$ cat src/shared/pla_pkg.sv
package pla_pkg;
    typedef logic [4:0] pla_addr_t;
    typedef logic [15:0] pla_word_t;
    typedef logic [7:0] pla_byte_t;

    localparam pla_addr_t PLA_ADDR_STATUS = 5'h11;
    localparam pla_addr_t PLA_ADDR_AUX = 5'h12;
    localparam pla_addr_t PLA_ADDR_LED = 5'h13;
    localparam pla_addr_t PLA_ADDR_REDUCED_INDICATOR_MODE_SEL = 5'h1a;

    localparam int PLA_STATUS_LOOP_BIT = 7;
    localparam int PLA_AUX_LOOP_BIT = 5;
    localparam int PLA_AUX_REV_BIT = 4;
    localparam int PLA_AUX_JAB_BIT = 0;
    localparam int PLA_LED_FIELD_LSB = 6;
    localparam int PLA_LED_REDUCED_BIT = 5;
    localparam int PLA_REDUCED_INDICATOR_MODE_SEL_BIT = 0;
    localparam int PLA_NUM_LEDS = 5;

    localparam logic PLA_AUX_BIT_RESET = 1'b0;
    localparam pla_word_t PLA_LED_RESET = 16'h0000;
    localparam logic PLA_REDUCED_INDICATOR_MODE_SEL_RESET = 1'b0;

    typedef enum logic [1:0] {
        PLA_MODE_NORMAL = 2'h0,
        PLA_MODE_OFF = 2'h1,
        PLA_MODE_BLINK = 2'h2,
        PLA_MODE_ON = 2'h3
    } pla_mode_t;

    localparam int PLA_CLK_HZ = 25000000;
    localparam int PLA_BLINK_PERIOD_MS = 750;
    localparam int PLA_BLINK_HALF_CYCLES = PLA_CLK_HZ / 1000 * PLA_BLINK_PERIOD_MS / 2;

    function automatic pla_byte_t pla_rev8(input pla_byte_t d);
        pla_byte_t r;
        for (int i = 0; i < 8; i++) begin
            r[i] = d[7 - i];
        end
        return r;
    endfunction : pla_rev8
endpackage : pla_pkg

$ cat src/shared/pla_blink_if.sv
`timescale 1ns/1ps
interface pla_blink_if;
    logic blink;
    modport gen (output blink);
    modport use_side (input blink);
endinterface : pla_blink_if

$ cat src/logic/pla_blink_gen.sv
`timescale 1ns/1ps
module pla_blink_gen #(
    parameter int HALF_CYCLES = pla_pkg::PLA_BLINK_HALF_CYCLES
) (
    input wire logic clk_sys,
    input wire logic rst_b,
    pla_blink_if.gen blinkBus
);
    import pla_pkg::*;

    localparam int CW = $clog2(HALF_CYCLES + 1);
    localparam logic [CW-1:0] LAST = CW'(HALF_CYCLES - 1);

    typedef struct packed {
        logic [CW-1:0] cnt;
        logic blink;
    } pla_blink_state_t;

    pla_blink_state_t st;
    pla_blink_state_t next_st;

    // The level flips once per half period, giving a full blink period of 750 ms.
    always_comb begin
        next_st = st;
        if (st.cnt == LAST) begin
            next_st.cnt = '0;
            next_st.blink = ~st.blink;
        end else begin
            next_st.cnt = st.cnt + CW'(1);
        end
    end

    always_ff @(posedge clk_sys or negedge rst_b) begin
        if (!rst_b) begin
            st <= '0;
        end else begin
            st <= next_st;
        end
    end

    assign blinkBus.blink = st.blink;
endmodule : pla_blink_gen

$ cat src/logic/pla_led_aux_top.sv
`timescale 1ns/1ps
module pla_led_aux_top #(
    parameter int BLINK_HALF_CYCLES = pla_pkg::PLA_BLINK_HALF_CYCLES
) (
    input wire logic clk_sys,
    input wire logic rst_b,
    input wire pla_pkg::pla_addr_t mgmtAddr,
    input wire pla_pkg::pla_word_t mgmtWrData,
    input wire logic mgmtWrEn,
    input wire logic mgmtRdEn,
    output logic [15:0] mgmtRdData,
    output logic mgmtRdValid,
    input wire pla_pkg::pla_byte_t macTxd,
    input wire logic macTxEn,
    input wire logic macTxEr,
    output logic [7:0] macRxd,
    output logic macRxDv,
    output logic macRxEr,
    output logic [7:0] lineTxd,
    output logic lineTxEn,
    output logic lineTxEr,
    input wire pla_pkg::pla_byte_t lineRxd,
    input wire logic lineRxDv,
    input wire logic lineRxEr,
    input wire logic jabberDetect,
    input wire logic mode10,
    output logic jabberActive,
    input wire logic link10,
    input wire logic link100,
    input wire logic link1000,
    input wire logic fullDuplex,
    input wire logic txActive,
    input wire logic rxActive,
    input wire logic idleError,
    output logic ledAct,
    output logic ledLink10,
    output logic ledLink100,
    output logic ledLink1000,
    output logic ledDuplex
);
    import pla_pkg::*;

    typedef struct packed {
        logic loopOn;
        logic revOn;
        logic jabDis;
        pla_word_t ledCtrl;
        logic rledSel;
        pla_word_t rdData;
        logic rdValid;
        logic [PLA_NUM_LEDS-1:0] led;
        pla_byte_t rxd;
        logic rxDv;
        logic rxEr;
        pla_byte_t txd;
        logic txEn;
        logic txEr;
        logic jabber;
    } pla_top_state_t;

    pla_top_state_t st;
    pla_top_state_t next_st;

    pla_blink_if blinkBus();

    pla_blink_gen #(
        .HALF_CYCLES(BLINK_HALF_CYCLES)
    ) u_blink (
        .clk_sys(clk_sys),
        .rst_b(rst_b),
        .blinkBus(blinkBus.gen)
    );

    logic anyLink;
    logic activity;
    logic reducedOn;
    logic combined;
    logic [PLA_NUM_LEDS-1:0] liveStatus;
    logic [PLA_NUM_LEDS-1:0] ledLevel;

    // Indicator order, low to high: duplex, link1000, link100, link10, activity.
    assign anyLink = link10 | link100 | link1000;
    assign activity = txActive | rxActive | idleError;
    assign reducedOn = st.ledCtrl[PLA_LED_REDUCED_BIT];
    // Link only when the select is set, otherwise link lamp that blinks on traffic.
    assign combined = st.rledSel ? anyLink :
        (anyLink & (activity ? blinkBus.blink : 1'b1));

    assign liveStatus[0] = anyLink & fullDuplex;
    assign liveStatus[1] = link1000;
    assign liveStatus[2] = link100;
    assign liveStatus[3] = reducedOn ? combined : link10;
    assign liveStatus[4] = activity;

    for (genvar i = 0; i < PLA_NUM_LEDS; i++) begin : g_led
        pla_mode_t mode;
        assign mode = pla_mode_t'(st.ledCtrl[PLA_LED_FIELD_LSB + 2 * i +: 2]);
        always_comb begin
            unique case (mode)
                PLA_MODE_NORMAL: ledLevel[i] = liveStatus[i];
                PLA_MODE_OFF: ledLevel[i] = 1'b0;
                PLA_MODE_BLINK: ledLevel[i] = blinkBus.blink;
                PLA_MODE_ON: ledLevel[i] = 1'b1;
            endcase
        end
    end

    always_comb begin
        next_st = st;
        next_st.rdValid = mgmtRdEn;
        if (mgmtWrEn) begin
            unique case (mgmtAddr)
                PLA_ADDR_AUX: begin
                    next_st.loopOn = mgmtWrData[PLA_AUX_LOOP_BIT];
                    next_st.revOn = mgmtWrData[PLA_AUX_REV_BIT];
                    next_st.jabDis = mgmtWrData[PLA_AUX_JAB_BIT];
                end
                PLA_ADDR_LED: begin
                    next_st.ledCtrl = mgmtWrData;
                end
                PLA_ADDR_REDUCED_INDICATOR_MODE_SEL: begin
                    next_st.rledSel = mgmtWrData[PLA_REDUCED_INDICATOR_MODE_SEL_BIT];
                end
                default: begin
                end
            endcase
        end
        if (mgmtRdEn) begin
            next_st.rdData = '0;
            unique case (mgmtAddr)
                PLA_ADDR_STATUS: begin
                    next_st.rdData[PLA_STATUS_LOOP_BIT] = st.loopOn;
                end
                PLA_ADDR_AUX: begin
                    // Reserved bits 3:1 and unbuilt upper bits stay zero.
                    next_st.rdData[PLA_AUX_LOOP_BIT] = st.loopOn;
                    next_st.rdData[PLA_AUX_REV_BIT] = st.revOn;
                    next_st.rdData[PLA_AUX_JAB_BIT] = st.jabDis;
                end
                PLA_ADDR_LED: begin
                    next_st.rdData = st.ledCtrl;
                end
                PLA_ADDR_REDUCED_INDICATOR_MODE_SEL: begin
                    next_st.rdData[PLA_REDUCED_INDICATOR_MODE_SEL_BIT] = st.rledSel;
                end
                default: begin
                end
            endcase
        end

        // Loopback skips both reversals, since they would cancel anyway.
        if (st.loopOn) begin
            next_st.rxd = macTxd;
            next_st.rxDv = macTxEn;
            next_st.rxEr = macTxEr;
            next_st.txd = '0;
            next_st.txEn = 1'b0;
            next_st.txEr = 1'b0;
        end else begin
            next_st.rxd = st.revOn ? pla_rev8(lineRxd) : lineRxd;
            next_st.rxDv = lineRxDv;
            next_st.rxEr = lineRxEr;
            next_st.txd = st.revOn ? pla_rev8(macTxd) : macTxd;
            next_st.txEn = macTxEn;
            next_st.txEr = macTxEr;
        end

        next_st.jabber = jabberDetect & ~(st.jabDis & mode10);
        next_st.led = ledLevel;
    end

    always_ff @(posedge clk_sys or negedge rst_b) begin
        if (!rst_b) begin
            st <= '0;
            st.loopOn <= PLA_AUX_BIT_RESET;
            st.revOn <= PLA_AUX_BIT_RESET;
            st.jabDis <= PLA_AUX_BIT_RESET;
            st.ledCtrl <= PLA_LED_RESET;
            st.rledSel <= PLA_REDUCED_INDICATOR_MODE_SEL_RESET;
        end else begin
            st <= next_st;
        end
    end

    assign mgmtRdData = st.rdData;
    assign mgmtRdValid = st.rdValid;
    assign macRxd = st.rxd;
    assign macRxDv = st.rxDv;
    assign macRxEr = st.rxEr;
    assign lineTxd = st.txd;
    assign lineTxEn = st.txEn;
    assign lineTxEr = st.txEr;
    assign jabberActive = st.jabber;
    assign ledDuplex = st.led[0];
    assign ledLink1000 = st.led[1];
    assign ledLink100 = st.led[2];
    assign ledLink10 = st.led[3];
    assign ledAct = st.led[4];
endmodule : pla_led_aux_top

$ cat config.mk
export PLATFORM = sky130hd
export DESIGN_NAME = pla_led_aux_top
export DESIGN_NICKNAME = d
export VERILOG_FILES = /design/src/shared/pla_pkg.sv /design/src/shared/pla_blink_if.sv /design/src/logic/pla_blink_gen.sv /design/src/logic/pla_led_aux_top.sv
export SDC_FILE = /design/constraint.sdc
export NUM_CORES = 1
export LEC_CHECK = 0
export ABC_AREA = 1
export BUFFER_PORTS_ARGS = -buffer_cell sky130_fd_sc_hd__buf_2
export CAP_MARGIN = 5
export CORE_ASPECT_RATIO = 1.5
export CORE_MARGIN = 8
export CORE_UTILIZATION = 54
export CTS_CLUSTER_DIAMETER = 150
export CTS_CLUSTER_SIZE = 30
export DETAILED_ROUTE_END_ITERATION = 10
export PLACE_DENSITY = 0.8
export SETUP_SLACK_MARGIN = 0.2
export SLEW_MARGIN = 20
export SYNTH_ARGS = -nofsm -noshare
export SYNTH_HDL_FRONTEND = slang
export SYNTH_HIERARCHICAL = 1
export SYNTH_SLANG_ARGS = --single-unit
$ cat constraint.sdc
create_clock -name clk_sys -period 1.4 [get_ports clk_sys]
set_input_delay 0.14 -clock clk_sys [delete_from_list [all_inputs] [get_ports clk_sys]]
set_output_delay 0.14 -clock clk_sys [all_outputs]
set_load 0.02 [all_outputs]
==> results of run 1 <==
## final timing paths
check,from,to
max in group asynchronous,rst_b,g_led[2].mode[0]
worst min-delay path,lineRxEr,macRxEr
worst min register to register,st[46],mgmtRdData[2]
min in group asynchronous,rst_b,lineTxd[3]
worst max-delay path,u_blink/st[1],u_blink/st[24]
worst max register to register,u_blink/st[1],u_blink/st[24]
## routing by layer
| layer | global-route usage, % | vias up | wire, um |
|---|---|---|---|
| li1 | - | 1790 | - |
| met1 | 22.34 | 1803 | 4129 |
| met2 | 36.15 | 197 | 6113 |
| met3 | 5.180 | 63 | 713 |
| met4 | 13.21 | 0 | 581 |
| met5 | 0 | - | 0 |
## registers in the layout (all words and copies together) (netlist names), 8 cells and up
register and count:
g_led.mode 10, lineTxd 8, macRxd 8, mgmtRdData 16
st 9, u_blink/st 24
## cell usage in the layout, fill, tap and decap left out, drive strengths merged, types with 7 or more instances in the layout
cell / synthesis / layout
nand2: 134 / 134
buf: 37 / 132
dfrtp: 88 / 88
nor2: 72 / 72
inv: 53 / 53
nand3: 41 / 42
o21ai: 32 / 32
a21oi: 22 / 22
clkbuf: 7 / 9
xor2: 9 / 9
nand4: 7 / 7
## power by group through the flow
stage / clock, mW / combinational (mW) / sequential, mW
6_report: 2.39 / 1.08 / 2.94
5_1_grt: 2.52 / 1.20 / 2.97
4_1_cts: 2.42 / 1.09 / 2.94
3_5_place_dp: 0 / 1.08 / 2.98
3_3_place_gp: 0 / 1.05 / 2.97
2_1_floorplan: 0 / 0.736 / 3.03
## timing repair
action | in CTS | in global routing
resized for setup | 32 | 23
setup buffers | 19 | 5
pin swaps | 19 | 12
hold buffers | 3 | 0
setup endpoints to repair | 20 | 25
gates cloned | 1 | 0
hold endpoints to repair | 30 | 0
## worst max-delay path, stage by stage, from the launching register on
cell     delay, ps
dfrtp_1        400
buf_4          130
inv_2           50
nor2_4         190
nand2_2        110
nor2_4         180
nand3_1        140
nand2_2        110
nor2_2          40
## final cells by class
class	instances	area, um2	area share (%)
sequential	88	2202	40.54
multi-input combinational	328	1778	32.73
timing repair buffer	135	819.5	15.09
clock buffer	9	225.2	4.147
inverter	53	205.2	3.778
tap	105	131.4	2.419
clock inverter	7	70.07	1.290
## kinds of logic after synthesis
group | Yosys count | synth area share (%)
XOR/XNOR | 11 | 2.250
adder cells (fa/ha/maj) | 1 | 0.2921
buffers and inverters | 97 | 11.86
flip-flops | 88 | 51.42
AO/OA/AOI/OAI | 58 | 7.537
AND/OR/NAND/NOR | 257 | 26.64
==> metrics, run 1 <==
Yosys reg bits=between 80 and 90; final setup margin=-85.87 ps; Worst VDD drop=between 900 and 1000 uV; post-DP HPWL=about 7400 um; largest net degree at the start of global routing=35; clock power share=around 37%; most frequent cell after synthesis=nand2_1; max-cap violations=0; Clock Skew=between 7 and 8 ps; yosys warns=6; worst hold path depth=3; number of flops mapped to enable cells by yosys=0; Rel. slew slack=72.20%; CTS H-tree depth=3; outcome=complete, but fails checks; static leakage=2.881 nW; DRT Pass-1 Iters=6; Num CTS Buffers=9; Sw Ratio=between 20 and 30%; drt total wl=between 10000 and 15000 um; Seq/Total Area, Yosys=slightly above 50%; ys flop type=dfrtp_1; worst hold margin=22.41 ps; RSZ-0062 raised after global routing=true; overall power=around 6.4 mW; Die Height=between 100 and 150 um; routability cong.=roughly 0.84; DIE AREA=11100 um2; flop2flop setup slack=-90 ps; area grow syn2layout=26.82%; DIE WIDTH=slightly below 90 um; Worst Path Max Fanout=5; largest cells by area after synthesis=dfrtp_1 (51%), nand2_1 (11%), buf_4 (5.8%); combinational share of power=around 17%; total internal power=4.569 mW; remaining antenna violation count after routing=0; first-pass GRT wire length=between 15000 and 20000 um; clk_lat worst skew=around 340 ps; PwrDens=between 1000 and 1500 nW/um2; pre-CTS WS=-26.94 ps; drc violations=0; vias in the first global route=approximately 4000; Ports=97; Final Setup Violations=14; clock buffer depth=2; Initial Util=54.51%; Worst-path clk slew=60 ps; post-layout instance area=between 5000 and 6000 um2; Worst EP arrival=1710 ps; Num Clock Sinks=approximately 90; Flop pwr share=45.8%; largest area contributor in the netlist=dfrtp_1; routed len/inst=approximately 16 um; Setup Crit Path Kind=register to register; DR vias/cell=5.314; Final Max Tran Viols=0; # port buffers=96; synth cell count leaders=nand2_1 (128), dfrtp_1 (88), nor2_1 (60); final non-filler cell total=between 700 and 800; post-layout min period=between 1000 and 1500 ps; post-synthesis net count=567; Post-synth ARST share=100.0%; Fin. Hold Viols=0; Worst Setup Start Kind=register; Rows=40; Final TNS setup=-464.1 ps; Worst Setup End Kind=register; Worst EP required=about 1600 ps; DR vias=roughly 3900; class of the worst hold path=input port to register; P_sw=1.853 mW; final core occ=between 60% and 70%; Yosys cell types=30; share of cells above drive strength 1=between 30% and 40%; antenna cells=0; total gr overflow=0; dpl cell area=~4700 um2; Tcrit/Tclk final=106.1%; Worst R2R Path Depth=8; Initial DRC Count=roughly 280; core area=around 8000 um2; Placed Cells=approximately 700; CTS tree=yes; fillers=around 600; root buffer cell=clkbuf_16; gr usage total=a little over a fifth; Slew @ Worst Pin=417.1 ps; initial antenna violation count=0; Synth Cell Area=between 4000 and 5000 um2; syn avg cell area=between 8 and 9 um2; post-synthesis instance total=roughly 500; violated checks=negative setup slack; Yosys top cell area share=around half; fmax=approximately 0.67 GHz; # nets final=670
Power figures use the tool's default switching activity.
==> run 2, diff against run 1 <==
--- a/config.mk
+++ b/config.mk
@@ -21,3 +21,4 @@
 export SYNTH_HDL_FRONTEND = slang
 export SYNTH_HIERARCHICAL = 1
 export SYNTH_SLANG_ARGS = --single-unit
+export TNS_END_PERCENT = 30
==> run 2 against run 1 <==
  * The flow still finishes with violations (negative setup slack)
  * Clock power barely moved
  * Combinational power about the same
  * Setup slack is essentially flat
  * Non-clock buffer count decreased by 6
  * Highest routed layer unchanged
  * Largest cell class unchanged
  * Global-route usage down 0.56 points
==> metrics, run 2 (same netlist as run 1, synthesis figures left out) <==
outcome=complete, but fails checks; violated checks=negative setup slack; met3 usage=approximately 5.4%; RSZ-0062 raised after global routing=true; CP Launch Point=u_blink/st[1]; static leakage=roughly 2.8 nW; Worst-path clk slew=about 70 ps; final core occ=approximately 70%; routed len/inst=~16 um; final non-filler cell total=719; pre-CTS WS=-26.94 ps; largest net degree at the start of global routing=35; DR vias/cell=around 5.3; flop2flop setup slack=-90 ps; Slew @ Worst Pin=around 430 ps; Final TNS setup=-130.7 ps; Worst EP required=~1700 ps; area grow syn2layout=25.09%; Final Setup Violations=3; Num Clock Sinks=88; Tcrit/Tclk final=106.2%; first-pass GRT wire length=around 18000 um; DR vias=~3800; max reg flops=24; remaining antenna violation count after routing=0; Clock Skew=~7.6 ps; Placed Cells=around 680; Num CTS Buffers=9; worst hold margin=about 25 ps; Ports=between 90 and 100; # port buffers=between 90 and 100; DIE WIDTH=roughly 90 um; core area=slightly below 8000 um2; Biggest register=u_blink/st; class of the worst hold path=input port to register; Initial Util=54.51%; FF-to-FF Start=u_blink/st[1]; clk_lat worst skew=340 ps; DIE AREA=11100 um2; fmax=about 0.67 GHz; PwrDens=1198 nW/um2; dpl cell area=4723 um2; total gr overflow=0; Initial DRC Count=between 200 and 300; final setup margin=-86.16 ps; drt total wl=~11000 um; Worst Setup EP=u_blink/st[21]; Worst Setup Start Kind=register; Fin. Hold Viols=0; DRT Pass-1 Iters=5; Die Height=approximately 130 um; Worst Setup End Kind=register; busiest grt layer=met2; Worst EP arrival=between 1500 and 2000 ps; post-layout instance area=about 5400 um2; routability cong.=approximately 0.84; vias in the first global route=roughly 3900; clock buffer depth=2; CTS H-tree depth=3; post-DP HPWL=between 7000 and 8000 um; Rows=40; commonest non-fill, non-tap cells in the layout=nand2_1 (114), buf_2 (95), dfrtp_1 (88); routing usage on met1=between 20 and 25%; Worst Path Max Fanout=5; Worst R2R End=u_blink/st[21]; # nets final=664; gr usage total=20.68%; overall power=~6.4 mW; Setup Crit Path Kind=register to register; root buffer cell=clkbuf_16; initial antenna violation count=0; max-cap violations=0; Worst R2R Path Depth=6; Final Max Tran Viols=0; Rel. slew slack=between 70% and 80%; commonest non-fill, non-tap cell in the layout=nand2_1; drc violations=0; M2 GR Usage=between 30% and 40%; CTS tree=yes; Worst VDD drop=roughly 1000 uV; post-layout min period=1486 ps; share of cells above drive strength 1=roughly 34%; antenna cells=0
[run 2: cell types whose count changed in the layout (fill, tap and decap cells not counted), moves of 3 or more]
cell	before	now
buf_4	32	27
nor2_2	10	6
nand2_1	111	114
nor2_1	48	51
[run 2: how the worst min path moves through the flow]
stage | from | endpoint | cells past startpoint
5_1_grt | lineRxEr | macRxEr | 3
3_5_place_dp | rst_b | lineTxd[2] | 1
4_1_cts | macTxEn | lineTxEn | 3
2_1_floorplan | rst_b | g_led[0].mode[0] | 0
3_3_place_gp | rst_b | lineTxd[3] | 1
6_report | macTxEn | lineTxEn | 3
[run 2: per-layer routing]
| layer | part of all wire [%] | wire length (um) | up-vias |
|---|---|---|---|
| met2 | 53 | 6005 | 181 |
| met5 | 0 | 0 | - |
| met3 | 6.4 | 716 | 54 |
| met1 | 36 | 4018 | 1792 |
| met4 | 4.6 | 519 | 0 |
| li1 | - | - | 1770 |
[run 2: layout make-up]
type,count,area (um2)
Fill cell,602,2500
Sequential cell,88,2202
Multi-Input combinational cell,328,1753
Timing Repair Buffer,129,770.7
Clock buffer,9,225.2
Inverter,53,205.2
Tap cell,105,131.4
Clock inverter,7,70.07
[run 2: power breakdown]
part	switching, mW	internal, mW
combinational	0.713	0.371
clock	1.01	1.38
sequential	0.125	2.82
[run 2: timing repair]
action	4_1_cts	5_1_grt
pin swaps	12	21
cloned	1	0
hold buffers	3	0
buffers inserted	14	4
hold endpoints to repair	30	0
gates resized for setup	23	22
setup endpoints to repair	20	23
[run 2: worst max-delay path, cell delays in order, from the launching register on]
cell and delay [ps]:
dfrtp_1 360, ha_2 210, nand2_2 80, nor2_4 190
nand3_1 160, nor2_2 170, xor2_1 220
